`src/pbls_consts.vh`:
```
// Constants for the PHY self-test, loopback and status register block
`ifndef PBLS_CONSTS_VH
`define PBLS_CONSTS_VH

// ---------------------------------------------------------------
// Register offsets on the management port
// ---------------------------------------------------------------
`define PBLS_OFF_RX_ERR_COUNT   5'h15
`define PBLS_OFF_SELF_TEST_CTRL 5'h16
`define PBLS_OFF_SECOND_STATUS  5'h17
`define PBLS_OFF_LED_SOURCE     5'h18

// ---------------------------------------------------------------
// Self-test control fields
// ---------------------------------------------------------------
`define PBLS_BIT_CONT_COUNT     15
`define PBLS_BIT_PRBS_PAYLOAD   14
`define PBLS_BIT_SHORT_FRAME    13
`define PBLS_BIT_GEN_ENABLE     12
`define PBLS_BIT_REV_FORWARD    7
`define PBLS_BIT_MII_TX_DRIVE   6
`define PBLS_LOOP_HI            5
`define PBLS_LOOP_LO            2
`define PBLS_CTRL_WR_MASK       16'hF0FF
`define PBLS_RST_CTRL           16'h0000

// ---------------------------------------------------------------
// Loop point one-hot codes and coding layer loop codes
// ---------------------------------------------------------------
`define PBLS_LOOP_REVERSE       4'h8
`define PBLS_LOOP_EXTERNAL      4'h4
`define PBLS_LOOP_ANALOG        4'h2
`define PBLS_LOOP_DIGITAL       4'h1
`define PBLS_PCS_AFTER_MLT3     2'h3
`define PBLS_PCS_AFTER_SCR      2'h2
`define PBLS_PCS_BEFORE_SCR     2'h1

// ---------------------------------------------------------------
// Secondary status fields
// ---------------------------------------------------------------
`define PBLS_BIT_LOCKED         11
`define PBLS_BIT_LOCK_DROPPED   10
`define PBLS_BIT_GEN_ACTIVE     9
`define PBLS_BIT_LEGACY_MASTER  8
`define PBLS_BIT_LEGACY_SLAVE   7
`define PBLS_BIT_CORE_NORMAL    6

// ---------------------------------------------------------------
// LED source register: reset value and event codes
// ---------------------------------------------------------------
`define PBLS_RST_LED            16'h6100
`define PBLS_LED_LINK           4'h0
`define PBLS_LED_ANY_ACT        4'h1
`define PBLS_LED_TX_ACT         4'h2
`define PBLS_LED_FULL_DUPLEX    4'hA
`define PBLS_LED_LINK_BLINK     4'hB
`define PBLS_LED_RX_TX_ERR      4'hD
`define PBLS_LED_RX_ERR         4'hE

// ---------------------------------------------------------------
// Frame generator and checker counts
// ---------------------------------------------------------------
`define PBLS_LEN_SHORT          11'h040
`define PBLS_LEN_LONG           11'h5EE
`define PBLS_PRBS_SEED          15'h7FFF
`define PBLS_LOCK_MATCHES       5'h10
`define PBLS_CNT_MAX            16'hFFFF

`endif

```
`src/pbls_regs.v`:
```
// Self-test, loopback, status and LED source registers of the PHY
`include "pbls_consts.vh"

// Behaviour
// RULE_01 - Error tally saturates; any write clears it
// RULE_02 - Continuous mode: counter at max pulses, restarts
// RULE_03 - Software sets continuous mode before PRBS use
// RULE_04 - PRBS payload: back-to-back frames; checker stays on
// RULE_05 - Constant payload: one frame, PRBS logic off (checker is off, but the generator LFSR still steps on each byte taken)
// RULE_06 - Frame size 64 or 1518 bytes
// RULE_07 - Generator runs only while enabled
// RULE_08 - Reserved bits ignore writes, read zero
// RULE_09 - Reverse loop forwards receive data per bit
// RULE_10 - Software sets loop data bits only in mode
// RULE_11 - MII loop drives line side per bit
// RULE_12 - Loop point field is one-hot selection
// RULE_13 - Software clears coding loop before loop point
// RULE_14 - Fast ethernet coding loop placement by code
// RULE_15 - Gigabit loops before processing when low bit set
// RULE_16 - Live checker locked flag
// RULE_17 - Lock-dropped flag latches until read
// RULE_18 - Generator active flag
// RULE_19 - Master and slave legacy scramble flags
// RULE_20 - Core normal power flag
// RULE_21 - Four-bit LED source codes select events
// RULE_22 - LED source reset values 0110 and 0001
// RULE_23 - Latched status holds until its read clears
// RULE_24 - Tally counts each receive error indication
// RULE_25 - Write clear beats simultaneous increment
module pbls_regs (
	// Clock and reset
	input  wire        clk,
	input  wire        rst,
	// Management register port
	input  wire [4:0]  mgmt_addr,
	input  wire        mgmt_wr_en,
	input  wire        mgmt_rd_en,
	input  wire [15:0] mgmt_wdata,
	output wire [15:0] mgmt_rdata,
	output wire        mgmt_rvalid,
	// Receive path observation
	input  wire        rx_error_evt,
	input  wire [7:0]  rx_byte,
	input  wire        rx_byte_valid,
	// Core state inputs
	input  wire        gig_mode,
	input  wire        legacy_master,
	input  wire        legacy_slave,
	input  wire        core_normal_power,
	// Generated byte stream toward the transmit path
	output wire [7:0]  gen_tx_data,
	output wire        gen_tx_valid,
	input  wire        gen_tx_ready,
	// Loop point selects
	output wire        loop_reverse,
	output wire        loop_external,
	output wire        loop_analog,
	output wire        loop_digital,
	output wire        rev_rx_forward,
	output wire        mii_tx_drive,
	// Coding layer loop selects
	output wire        pcs_after_mlt3,
	output wire        pcs_after_scr,
	output wire        pcs_before_scr,
	output wire        gig_before_dsp,
	// Checker counter wrap pulse
	output wire        prbs_wrap_pulse,
	// LED sources
	output wire [3:0]  aux_indicator_source,
	output wire [3:0]  indicator_two_source
);

	// ---------------------------------------------------------------
	// Storage
	// ---------------------------------------------------------------
	reg  [15:0] rx_error_tally_q;
	reg  [15:0] ctrl_q;
	reg  [15:0] led_q;
	reg  [15:0] rdata_q;
	reg         rvalid_q;
	reg         checker_locked_q;
	reg         checker_lock_dropped_q;
	reg  [4:0]  match_run_q;
	reg  [14:0] hist_q;
	reg  [15:0] prbs_bytes_q;
	reg  [15:0] prbs_errs_q;
	reg         wrap_q;
	reg  [3:0]  loop_q;
	reg         rev_fwd_q;
	reg         mii_drv_q;
	reg  [3:0]  pcs_q;
	reg  [15:0] rdata_d;

	wire        wr_tally;
	wire        wr_ctrl;
	wire        wr_led;
	wire        rd_status;
	wire        cont_count;
	wire        prbs_payload;
	wire        checker_on;
	wire [7:0]  expect_byte;
	wire        byte_match;
	wire        gen_active;
	wire [7:0]  gen_byte;
	wire        gen_valid;
	wire        gen_ready;
	wire [1:0]  pcs_sel;
	wire        bytes_max;
	wire        errs_max;
	wire        count_byte;
	wire        count_err;

	// Register hits on the management port
	assign wr_tally  = mgmt_wr_en & (mgmt_addr == `PBLS_OFF_RX_ERR_COUNT);
	assign wr_ctrl   = mgmt_wr_en & (mgmt_addr == `PBLS_OFF_SELF_TEST_CTRL);
	assign wr_led    = mgmt_wr_en & (mgmt_addr == `PBLS_OFF_LED_SOURCE);
	assign rd_status = mgmt_rd_en & (mgmt_addr == `PBLS_OFF_SECOND_STATUS);

	// Control fields
	assign cont_count   = ctrl_q[`PBLS_BIT_CONT_COUNT];
	assign prbs_payload = ctrl_q[`PBLS_BIT_PRBS_PAYLOAD];
	assign checker_on   = prbs_payload; // RULE_04 RULE_05
	assign pcs_sel      = ctrl_q[1:0];

	// ---------------------------------------------------------------
	// Receive error tally
	// ---------------------------------------------------------------
	// The write clear wins, so a clear never leaves a stale count of one
	always @(posedge clk)
	begin
		if (rst)
			rx_error_tally_q <= 16'h0000;
		else if (wr_tally)
			rx_error_tally_q <= 16'h0000; // RULE_01 RULE_25
		else if (rx_error_evt && rx_error_tally_q != `PBLS_CNT_MAX)
			rx_error_tally_q <= rx_error_tally_q + 16'h0001; // RULE_24
	end

	// ---------------------------------------------------------------
	// Writable registers
	// ---------------------------------------------------------------
	// Reserved control bits are masked so they can never be set
	always @(posedge clk)
	begin
		if (rst)
		begin
			ctrl_q <= `PBLS_RST_CTRL;
			led_q  <= `PBLS_RST_LED; // RULE_22
		end
		else
		begin
			if (wr_ctrl)
				ctrl_q <= mgmt_wdata & `PBLS_CTRL_WR_MASK; // RULE_08
			if (wr_led)
				led_q <= mgmt_wdata; // RULE_21
		end
	end

	// ---------------------------------------------------------------
	// Loop point and coding layer loop decode
	// ---------------------------------------------------------------
	// Only a legal one-hot loop point code selects; anything else selects no loop point
	always @(posedge clk)
	begin
		if (rst)
		begin
			loop_q    <= 4'h0;
			rev_fwd_q <= 1'b0;
			mii_drv_q <= 1'b0;
			pcs_q     <= 4'h0;
		end
		else
		begin
			loop_q[3] <= (ctrl_q[5:2] == `PBLS_LOOP_REVERSE); // RULE_12
			loop_q[2] <= (ctrl_q[5:2] == `PBLS_LOOP_EXTERNAL);
			loop_q[1] <= (ctrl_q[5:2] == `PBLS_LOOP_ANALOG);
			loop_q[0] <= (ctrl_q[5:2] == `PBLS_LOOP_DIGITAL);
			// Suppression holds only inside the matching loop mode
			rev_fwd_q <= (ctrl_q[5:2] != `PBLS_LOOP_REVERSE) |
				ctrl_q[`PBLS_BIT_REV_FORWARD]; // RULE_09
			mii_drv_q <= (ctrl_q[5:2] != `PBLS_LOOP_DIGITAL) |
				ctrl_q[`PBLS_BIT_MII_TX_DRIVE]; // RULE_11
			pcs_q[3] <= ~gig_mode &
				(pcs_sel == `PBLS_PCS_AFTER_MLT3); // RULE_14
			pcs_q[2] <= ~gig_mode & (pcs_sel == `PBLS_PCS_AFTER_SCR);
			pcs_q[1] <= ~gig_mode & (pcs_sel == `PBLS_PCS_BEFORE_SCR);
			pcs_q[0] <= gig_mode & pcs_sel[0]; // RULE_15
		end
	end

	// ---------------------------------------------------------------
	// PRBS checker
	// ---------------------------------------------------------------
	// Self-synchronising: the history holds the newest bit of each
	// byte, so after fifteen bytes it equals the sender's state
	assign expect_byte = {hist_q[6:0], hist_q[14] ^ hist_q[13]};
	assign byte_match  = (rx_byte == expect_byte);

	always @(posedge clk)
	begin
		if (rst)
		begin
			hist_q           <= 15'h0000;
			match_run_q      <= 5'h00;
			checker_locked_q <= 1'b0;
		end
		else if (!checker_on)
		begin
			match_run_q      <= 5'h00;
			checker_locked_q <= 1'b0;
		end
		else if (rx_byte_valid)
		begin
			hist_q <= {hist_q[13:0], rx_byte[0]};
			if (!byte_match)
			begin
				match_run_q      <= 5'h00;
				checker_locked_q <= 1'b0; // RULE_16
			end
			else if (match_run_q == `PBLS_LOCK_MATCHES)
				checker_locked_q <= 1'b1;
			else
				match_run_q <= match_run_q + 5'h01;
		end
	end

	// Lock loss latches; a new loss in the read cycle still sets it
	always @(posedge clk)
	begin
		if (rst)
			checker_lock_dropped_q <= 1'b0;
		else if (checker_locked_q && !(checker_on && rx_byte_valid &&
			byte_match) && (!checker_on || rx_byte_valid))
			checker_lock_dropped_q <= 1'b1; // RULE_17 RULE_23
		else if (rd_status)
			checker_lock_dropped_q <= 1'b0; // RULE_23
	end

	// ---------------------------------------------------------------
	// PRBS byte and error counters
	// ---------------------------------------------------------------
	// Without continuous mode they just stop at the top
	assign bytes_max  = (prbs_bytes_q == `PBLS_CNT_MAX);
	assign errs_max   = (prbs_errs_q == `PBLS_CNT_MAX);
	assign count_byte = checker_on & rx_byte_valid;
	assign count_err  = count_byte & checker_locked_q & ~byte_match;

	always @(posedge clk)
	begin
		if (rst)
		begin
			prbs_bytes_q <= 16'h0000;
			prbs_errs_q  <= 16'h0000;
			wrap_q       <= 1'b0;
		end
		else
		begin
			wrap_q <= cont_count & ((count_byte & bytes_max) |
				(count_err & errs_max)); // RULE_02
			if (count_byte && bytes_max && cont_count)
				prbs_bytes_q <= 16'h0000; // RULE_02
			else if (count_byte && !bytes_max)
				prbs_bytes_q <= prbs_bytes_q + 16'h0001;
			if (count_err && errs_max && cont_count)
				prbs_errs_q <= 16'h0000;
			else if (count_err && !errs_max)
				prbs_errs_q <= prbs_errs_q + 16'h0001;
		end
	end

	// ---------------------------------------------------------------
	// Frame generator and its output buffer
	// ---------------------------------------------------------------
	pbls_frame_gen u_gen (
		.clk          (clk),
		.rst          (rst),
		.gen_enable   (ctrl_q[`PBLS_BIT_GEN_ENABLE]), // RULE_07
		.prbs_payload (prbs_payload), // RULE_04 RULE_05
		.short_frame  (ctrl_q[`PBLS_BIT_SHORT_FRAME]), // RULE_06
		.byte_data    (gen_byte),
		.byte_valid   (gen_valid),
		.byte_ready   (gen_ready),
		.gen_active   (gen_active)
	);

	// Two entries absorb a receiver stall without losing a byte
	pbls_word_buffer #(
		.WIDTH (8),
		.DEPTH (2)
	) u_buf (
		.clk       (clk),
		.rst       (rst),
		.in_data   (gen_byte),
		.in_valid  (gen_valid),
		.in_ready  (gen_ready),
		.out_data  (gen_tx_data),
		.out_valid (gen_tx_valid),
		.out_ready (gen_tx_ready)
	);

	// ---------------------------------------------------------------
	// Read data
	// ---------------------------------------------------------------
	// Unmapped offsets read as zero
	always @*
	begin
		rdata_d = 16'h0000;
		case (mgmt_addr)
			`PBLS_OFF_RX_ERR_COUNT:
				rdata_d = rx_error_tally_q;
			`PBLS_OFF_SELF_TEST_CTRL:
				rdata_d = ctrl_q;
			`PBLS_OFF_SECOND_STATUS:
			begin
				rdata_d[`PBLS_BIT_LOCKED]        = checker_locked_q;
				rdata_d[`PBLS_BIT_LOCK_DROPPED]  = checker_lock_dropped_q;
				rdata_d[`PBLS_BIT_GEN_ACTIVE]    = gen_active; // RULE_18
				rdata_d[`PBLS_BIT_LEGACY_MASTER] = legacy_master; // RULE_19
				rdata_d[`PBLS_BIT_LEGACY_SLAVE]  = legacy_slave;
				rdata_d[`PBLS_BIT_CORE_NORMAL]   = core_normal_power; // RULE_20
			end
			`PBLS_OFF_LED_SOURCE:
				rdata_d = led_q;
			default:
				rdata_d = 16'h0000;
		endcase
	end

	// Read answer one cycle after the strobe
	always @(posedge clk)
	begin
		if (rst)
		begin
			rdata_q  <= 16'h0000;
			rvalid_q <= 1'b0;
		end
		else
		begin
			rvalid_q <= mgmt_rd_en;
			if (mgmt_rd_en)
				rdata_q <= rdata_d;
		end
	end

	// ---------------------------------------------------------------
	// Output wiring, each straight from a flop
	// ---------------------------------------------------------------
	assign mgmt_rdata           = rdata_q;
	assign mgmt_rvalid          = rvalid_q;
	assign loop_reverse         = loop_q[3];
	assign loop_external        = loop_q[2];
	assign loop_analog          = loop_q[1];
	assign loop_digital         = loop_q[0];
	assign rev_rx_forward       = rev_fwd_q;
	assign mii_tx_drive         = mii_drv_q;
	assign pcs_after_mlt3       = pcs_q[3];
	assign pcs_after_scr        = pcs_q[2];
	assign pcs_before_scr       = pcs_q[1];
	assign gig_before_dsp       = pcs_q[0];
	assign prbs_wrap_pulse      = wrap_q;
	assign aux_indicator_source = led_q[15:12];
	assign indicator_two_source = led_q[11:8];

endmodule // pbls_regs

```
`src/pbls_word_buffer.v`:
```
// Small shifting buffer with valid and ready on both sides
module pbls_word_buffer #(
	parameter WIDTH = 8,
	parameter DEPTH = 2
) (
	// Clock and reset
	input  wire             clk,
	input  wire             rst,
	// Filling side
	input  wire [WIDTH-1:0] in_data,
	input  wire             in_valid,
	output wire             in_ready,
	// Draining side
	output wire [WIDTH-1:0] out_data,
	output wire             out_valid,
	input  wire             out_ready
);

	reg  [WIDTH-1:0] data_q [0:DEPTH-1];
	reg  [DEPTH-1:0] vld_q;
	wire [DEPTH-1:0] sh_v;
	wire             pop;
	wire             push;

	// Push only into free room; simpler than pass-through when full
	assign pop       = vld_q[0] & out_ready;
	assign in_ready  = ~vld_q[DEPTH-1];
	assign push      = in_valid & ~vld_q[DEPTH-1];
	assign out_data  = data_q[0];
	assign out_valid = vld_q[0];

	// ---------------------------------------------------------------
	// Per entry: shift toward the head on pop, then fill first hole
	// ---------------------------------------------------------------
	genvar i;
	generate
		for (i = 0; i < DEPTH; i = i + 1)
		begin : g_entry
			wire [WIDTH-1:0] sh_d;
			wire             fill;
			if (i < DEPTH - 1)
			begin : g_mid
				assign sh_v[i] = pop ? vld_q[i+1] : vld_q[i];
				assign sh_d    = pop ? data_q[i+1] : data_q[i];
			end
			else
			begin : g_last
				assign sh_v[i] = pop ? 1'b0 : vld_q[i];
				assign sh_d    = data_q[i];
			end
			if (i == 0)
			begin : g_head
				assign fill = push & ~sh_v[0];
			end
			else
			begin : g_tail
				assign fill = push & ~sh_v[i] & sh_v[i-1];
			end
			always @(posedge clk)
			begin
				if (rst)
				begin
					vld_q[i]  <= 1'b0;
					data_q[i] <= {WIDTH{1'b0}};
				end
				else
				begin
					vld_q[i]  <= sh_v[i] | fill;
					data_q[i] <= fill ? in_data : sh_d;
				end
			end
		end
	endgenerate

endmodule // pbls_word_buffer

```
`src/pbls_frame_gen.v`:
```
// Self-test frame generator: constant single frame or PRBS frames
`include "pbls_consts.vh"
module pbls_frame_gen #(
	parameter [7:0] FILL_BYTE = 8'hA5
) (
	// Clock and reset
	input  wire       clk,
	input  wire       rst,
	// Control
	input  wire       gen_enable,
	input  wire       prbs_payload,
	input  wire       short_frame,
	// Byte stream out
	output wire [7:0] byte_data,
	output wire       byte_valid,
	input  wire       byte_ready,
	output wire       gen_active
);

	localparam [1:0] ST_IDLE = 2'b00;
	localparam [1:0] ST_SEND = 2'b01;
	localparam [1:0] ST_HOLD = 2'b10;

	reg  [1:0]  state_q;
	reg  [1:0]  state_d;
	reg  [10:0] left_q;
	reg  [14:0] lfsr_q;
	wire [10:0] frame_len;
	wire        take;

	assign frame_len  = short_frame ? `PBLS_LEN_SHORT : `PBLS_LEN_LONG;
	assign byte_valid = (state_q == ST_SEND);
	assign take       = byte_valid & byte_ready;
	assign byte_data  = prbs_payload ? lfsr_q[7:0] : FILL_BYTE;
	assign gen_active = byte_valid;

	// Next state; clearing the enable stops even mid-frame
	always @*
	begin
		state_d = state_q;
		case (state_q)
			ST_IDLE:
				if (gen_enable)
					state_d = ST_SEND;
			ST_SEND:
				if (!gen_enable)
					state_d = ST_IDLE;
				else if (take && left_q == 11'h001 && !prbs_payload)
					state_d = ST_HOLD;
			ST_HOLD:
				if (!gen_enable || prbs_payload)
					state_d = ST_IDLE;
			default:
				state_d = ST_IDLE;
		endcase
	end

	// Byte count per frame and PRBS-15 advanced one bit per byte
	always @(posedge clk)
	begin
		if (rst)
		begin
			state_q <= ST_IDLE;
			left_q  <= 11'h000;
			lfsr_q  <= `PBLS_PRBS_SEED;
		end
		else
		begin
			state_q <= state_d;
			if (state_q != ST_SEND || left_q == 11'h000)
				left_q <= frame_len;
			else if (take)
				left_q <= (left_q == 11'h001) ? frame_len : left_q - 11'h001;
			if (take)
				lfsr_q <= {lfsr_q[13:0], lfsr_q[14] ^ lfsr_q[13]};
		end
	end

endmodule // pbls_frame_gen

```
`config.mk`:
```
export PLATFORM = sky130hd
export DESIGN_NAME = pbls_regs
export DESIGN_NICKNAME = d
export VERILOG_FILES = /design/src/pbls_regs.v /design/src/pbls_word_buffer.v /design/src/pbls_frame_gen.v
export VERILOG_INCLUDE_DIRS = /design/src
export SDC_FILE = /design/constraint.sdc
export NUM_CORES = 1
export LEC_CHECK = 0
export ABC_AREA = 1
export BUFFER_PORTS_ARGS = -buffer_cell sky130_fd_sc_hd__clkbuf_2
export CAP_MARGIN = 20
export CELL_PAD_IN_SITES_DETAIL_PLACEMENT = 1
export CELL_PAD_IN_SITES_GLOBAL_PLACEMENT = 2
export CORE_MARGIN = 2
export CORE_UTILIZATION = 30
export CTS_CLUSTER_SIZE = 40
export DETAILED_ROUTE_END_ITERATION = 6
export PLACE_DENSITY = 0.85
export SYNTH_ARGS = -nofsm -noshare
export SYNTH_HDL_FRONTEND = slang
export SYNTH_SLANG_ARGS = --single-unit
```
`constraint.sdc`:
```
create_clock -name clk -period 1.6 [get_ports clk]
set_input_delay 0 -clock clk [delete_from_list [all_inputs] [get_ports clk]]
set_output_delay 0 -clock clk [all_outputs]
set_load 0.05 [all_outputs]
```
== Word level (Yosys, flattened, before mapping) ==
Memories as Yosys holds them, arrays and structs flattened.
Index checks and enable logic that the tools add are counted.

* Register bits: 156
* Input port bits: 40
* Memories: 1
* Bits in writable memories: 16

* Muxes and demuxes: 29
* $add $sub $neg: 5
* Bitwise operators: 34
* Reductions and logical operators: 33
* Equality and inequality tests: 27

{| class="wikitable"
|+ Memories
! memory !! depth !! bits a word !! read ports !! clocked after memory_dff !! wr ports !! RTL line !! source
|-
| u_buf.data_q || 2 || 8 || 2 || 0 || 2 || pbls_word_buffer.v:19 || <nowiki>reg [WIDTH-1:0] data_q [0:DEPTH-1];</nowiki>
|}

{| class="wikitable"
|+ Operators with widths
! kind !! count
|-
| $add A16 B1 Y16 const B || 3
|-
| $mux W8 || 6
|-
| $mux W11 || 4
|-
| $eq A16 B16 Y1 const B || 2
|-
| $eq A5 B5 Y1 const B || 5
|-
| $pmux W6 S4 || 1
|-
| $and A1 B1 Y1 || 19
|-
| $pmux W6 S3 || 1
|-
| $ne A16 B16 Y1 const B || 1
|-
| $logic_and A1 B1 Y1 || 13
|-
| $pmux W4 S3 || 1
|-
| $eq A11 B1 Y1 const B || 1
|-
| $logic_not A11 Y1 || 1
|-
| $sub A11 B1 Y11 const B || 1
|-
| $mux W5 || 2
|-
| $mux W1 || 9
|-
| $eq A8 B8 Y1 || 1
|-
| $mux W2 || 4
|-
| $reduce_or A2 Y1 || 4
|-
| $or A1 B1 Y1 || 7
|-
| $eq A2 B2 Y1 const B || 3
|-
| $ne A2 B1 Y1 const B || 3
|-
| $not A1 Y1 || 6
|-
| $pmux W2 S3 || 1
|-
| 17 further kinds || 29
|}

== Longest topological paths before layout ==
* Depth after elaboration: 7
* Depth in mapped cells: 13
* Gate-level depth less buffers: 13

== Cells and area by module ==
From an unflattened synthesis, not the netlist that was laid out.

* Cells, all modules: 1,220
* Area total of the unflattened synthesis: 8,609.5 µm²

{| class="wikitable"
|+ By module, submodules not included
! module !! area each (µm²) !! seq. area each (µm²) !! cells each !! times used
|-
| pbls_regs || 6,184.7 || 2,522.4 || 864 || 1
|-
| pbls_frame_gen || 1,590.3 || 560.5 || 240 || 1
|-
| pbls_word_buffer || 834.6 || 360.3 || 116 || 1
|}

== Worst setup path after synthesis ==
OpenSTA, ideal clock, no wires.

* Path kind: register -> register
* Start point: reg prbs_errs_q[0]
* End point: reg prbs_errs_q[10]
* Data arrival time: 1,516 ps
* Path buffers: 1
* Cell stages (with the launch flop): 12
* Setup slack: -25 ps
* Path through: dfxtp_1 > ha_1 > nand2_2 > nor2_4 > nand2_2 > nor3_4 > nand3_2 > nor2_2 > nor2_2 > buf_6 > nand2_1 > inv_1

* Longest elaborated chain between the ends: 4
* Elaborated cells on any way between the ends: 7
* Classes of those cells: add/sub: 1; eq/ne: 1; reduce/logical: 5

{| class="wikitable"
|+ RTL lines
! item !! RTL line !! source
|-
| from (decl) || pbls_regs.v:86 || <nowiki>reg [15:0] prbs_errs_q;</nowiki>
|-
| from (signal assigned) || pbls_regs.v:267 || <nowiki>prbs_errs_q <= prbs_errs_q + 16'h0001;</nowiki>
|-
| parallel branches: the longest is 4 deep, another holds $add A16 B1 Y16 || -- ||
|}

Several ways; the timed one is not identified.
A chain may end at the register's enable or synchronous reset.

== Worst setup path in the final report ==
* Start point: reg prbs_errs_q[0]
* End point: reg prbs_errs_q[1]

Same word-level chain as after synthesis.

==> results by group <==
Synthesis
  – Post-synthesis cell type count: 40
  – Area contributors post-synth: dfxtp_1 (42%), nand2_1 (13%), a21oi_1 (6.1%)
  – Avg Cell Area, Syn: between 6 and 7 sq um
  – Synth Register Bits: about 170
  – Number of synthesized flops with an enable pin: 0
  – Sequential area share after synthesis: 0.416
  – Post-synthesis xor/xnor area fraction: 0.0318
  – Cells after synthesis: ~1200
  – Warnings from Yosys: 0
  – FFs w/ async S/R, synth: 0
  – Top FF cell, synth: dfxtp_1
  – Post-synthesis adder-cell area fraction: 0.0106
  – Mapped Area: 8270 sq um
  – Synth Area in Simple Gates: 0.301
  – Complex-gate fraction of the synthesized area: 0.147
  – Net Count, Synth: about 1200
  – Largest area contributor in the netlist: dfxtp_1
  – Main combinational cell family by area after synthesis: simple AND/OR/NAND/NOR gates
  – Mux contribution to synthesized area: 0
  – Synth top area share: 0.416

Cells and area
  – Layout cells sized above 1: 0.273
  – ANT cells: 0
  – Fillcell total: roughly 3400
  – Layout net count: around 1400
  – Fin cells: between 1500 and 2000
  – Design Area, Final: 11000 sq um
  – FF+latch area: 3460 sq um
  – Final core occ: 0.407
  – Area of the multi-input gates: 4420 sq um
  – Syn-to-layout area delta: 32.9%

Worst setup path
  – Worst setup SP type: flip-flop
  – CP endpoint kind: flip-flop
  – Crit path largest cell delay: 0.35 ns
  – Crit-path cells: ha_4 > nand2_4 > nor2_4 > nand2_2 > nor3_4 > nand3_2 > nor2_2 > nor2_2 > buf_6 > nand2_2 > inv_2
  – WP data required: 1.93 ns
  – Worst EP arrival: 1.92 ns
  – Crit-path max FO: 8
  – Slowest CP cell: dfxtp_2
  – WS Path Type: reg2reg
  – Buf/Inv on CP: 2
  – Crit-path leading delay family: simple AND/OR/NAND/NOR gates

Die
  – FP Rows: 60
  – Die ar.: about 29000 sq um
  – Die Width: ~170 microns
  – Initial Utilization: 0.306
  – Die height: 170 microns
  – IO Count: 85
  – Core ar.: 27000 sq um

Routing
  – Total routed wirelength: 27400 microns
  – Drt via density: around 4.9
  – Wire length per cell: between 15 and 20 microns
  – DR pass1 iterations: 7
  – DRC viols: 0
  – Antenna Violating Nets Remaining: 0
  – Initial DRC Count: approximately 370
  – Via count: between 8000 and 9000

Global route
  – First-pass GRT wire length: 43600 microns
  – Total gr overflow: 0
  – Initial antenna violation count: 0
  – Largest net degree at the start of global routing: 41
  – Vias in the first global route: 8486
  – GRT Total Usage: 0.187

STA
  – # setup viols final: 0
  – Timing-limited maximum frequency: 631 MHz
  – Slew headroom: 0.508
  – Setup TNS: 0 ns
  – Worst Skew: between 0.01 and 0.015 ns
  – Fin Hold WS: -0.0225 ns
  – Min Tclk post-route: 1.59 ns
  – RSZ-0062 raised after global routing: yes
  – Period utilization: 0.991
  – Worst-margin pin slew: roughly 0.74 ns
  – Pins Over Slew Limit: 0
  – Final Hold Vio Count: 2

Clock network
  – Htree depth: 4
  – Clk sinks: 172
  – Clk buf depth: 2
  – Clock Latency Late Sink: 0.44 ns
  – Clock-pin slew on the worst setup and hold paths: 0.07 ns
  – CTS buffer count: 17
  – Root buffer cell: clkbuf_16
  – CTS tree: yes

Run
  – Max cap viols: 0

Place
  – Buffers on Ports: 84
  – Post-DP Area: around 9600 sq um
  – Placed cell count: ~1700
  – DPL Wire Length: 19300 microns
  – GP Congestion: between 0.8 and 0.9

Power
  – Switching part of the total power: 0.275
  – Net Sw Power: 2.52 mW
  – Peak VDD IR: 673 uV
  – Power per cell area: 835 nW/um^2
  – Comb power frac: 0.064
  – LEAKAGE: about 4.5 nW
  – Flop pwr share: 0.474
  – Int Power: 6.66 mW
  – Clk network pwr share: 0.461

Outcome
  – Status: complete, but fails checks
  – Failing checks: hold timing

Worst hold path
  – Worst Hold Class: in2reg
==> metal layers <==
metal,global-route usage,part of all wire
met5,0,0
met4,0.0431,0.016
met3,0.0314,0.027
met2,0.325,0.50
met1,0.242,0.46
==> through the flow <==
stage	setup slack (ns)	total power, mW	hold slack [ns]
after floorplan	0.00161	4.72	0.0785
after global placement	-0.0465	4.93	0.227
after detailed placement	-0.0729	4.95	0.234
after CTS	-0.00161	9.22	0.0147
after global routing	-0.0880	9.53	0.0156
final	0.0150	9.18	-0.0225
==> synthesized netlist by cell type, types with 11 or more instances <==
master and instances:
nand2_1 283, dfxtp_1 172, inv_1 112, nor2_1 109
a21oi_1 101, o21ai_0 77, nand3_1 65, nand4_1 35
o21ai_1 33, clkbuf_1 22, xor2_1 19, inv_2 18
nor3_1 17, buf_4 13, nand2_2 11, xnor2_1 11
==> worst reg2reg max path, stage by stage (launching register included) <==
cell	delay, ns
dfxtp_2	0.35
ha_4	0.15
nand2_4	0.06
nor2_4	0.12
nand2_2	0.07
nor3_4	0.14
nand3_2	0.12
nor2_2	0.14
nor2_2	0.06
buf_6	0.18
nand2_2	0.07
inv_2	0.03
==> placed cells by master, fill, tap and decap left out, types with 5 or more instances in the layout <==
master | Yosys | routed
buf_6 | 3 | 10
o22ai_1 | 7 | 7
clkbuf_16 | 0 | 17
o21ai_2 | 0 | 6
dlygate4sd3_1 | 0 | 22
nor3_1 | 17 | 13
nand2_4 | 1 | 9
inv_2 | 18 | 31
inv_1 | 112 | 98
o21ai_1 | 33 | 37
o21ai_0 | 77 | 67
inv_6 | 0 | 5
xnor2_1 | 11 | 10
dfxtp_1 | 172 | 158
nand2_1 | 283 | 257
o211ai_1 | 8 | 8
nor3_2 | 3 | 6
a21oi_1 | 101 | 96
nand4_1 | 35 | 35
inv_8 | 0 | 5
nor2_1 | 109 | 94
buf_4 | 13 | 99
nand2_2 | 11 | 29
clkbuf_2 | 0 | 84
xor2_1 | 19 | 19
dfxtp_2 | 0 | 14
nor2_4 | 5 | 11
nor2_2 | 9 | 18
nand3_4 | 1 | 5
nand3_1 | 65 | 61
a21oi_2 | 0 | 5
==> sequential cells by signal, indices dropped and copies added (netlist names), 4 cells and up <==
| name | count |
|---|---|
| led_q | 16 |
| u_gen.left_q | 11 |
| loop_q | 4 |
| ctrl_q | 12 |
| pcs_q | 4 |
| prbs_bytes_q | 16 |
| u_buf.data_q | 16 |
| prbs_errs_q | 16 |
| mgmt_rdata | 16 |
| u_gen.lfsr_q | 15 |
| match_run_q | 5 |
| hist_q | 15 |
| rx_error_tally_q | 16 |
==> power groups by stage <==
stage               combinational, mW  clock [mW]  sequential [mW]
global route                    0.646        4.52             4.36
floorplan                       0.246           0             4.47
global placement                0.487           0             4.45
finish                          0.589        4.24             4.36
CTS                             0.552        4.32             4.35
detailed placement              0.497           0             4.45
==> final cells by class <==
class | instances | share of cell area
clock inverter | 15 | 0.0156
timing repair inverter | 1 | 0.000796
timing repair buffer | 219 | 0.143
clock buffer | 17 | 0.0387
sequential | 172 | 0.315
tap | 341 | 0.0388
multi-input combinational | 829 | 0.402
inverter | 133 | 0.0461
==> cells by family (layout without fill, tap and decap cells) <==
| group | count (synthesis) | after routing |
|---|---|---|
| and+or+nand+nor | 557 | 558 |
| DFF | 172 | 172 |
| adders and majority gates | 7 | 7 |
| buffers and inverters | 183 | 385 |
| AOI/OAI and AO/OA | 234 | 234 |
| xor gates and xnor gates | 30 | 30 |
==> final timing paths <==
kind,from,endpoint,slack [ns],cells past startpoint
setup / recovery,prbs_errs_q[0]$_SDFFE_PP0P_,prbs_errs_q[1]$_SDFFE_PP0P_,0.01,11
hold / removal,rx_error_evt,rx_error_tally_q[11]$_SDFFE_PP0P_,-0.02,5
setup reg to reg,prbs_errs_q[0]$_SDFFE_PP0P_,prbs_errs_q[1]$_SDFFE_PP0P_,0.01,11
hold reg to reg,ctrl_q[1]$_SDFFE_PP0P_,pcs_q[1]$_SDFF_PP0_,0.43,1
==> what timing repair did <==
item / 4_1_cts / 5_1_grt
hold endpoints to repair: 40 / 0
setup endpoints to repair: 39 / 79
resized for setup: 17 / 125
cloned: 0 / 2
setup buffers: 7 / 13
pin swaps: 7 / 21
hold buffers: 22 / 0
Power figures use the tool's default switching activity.
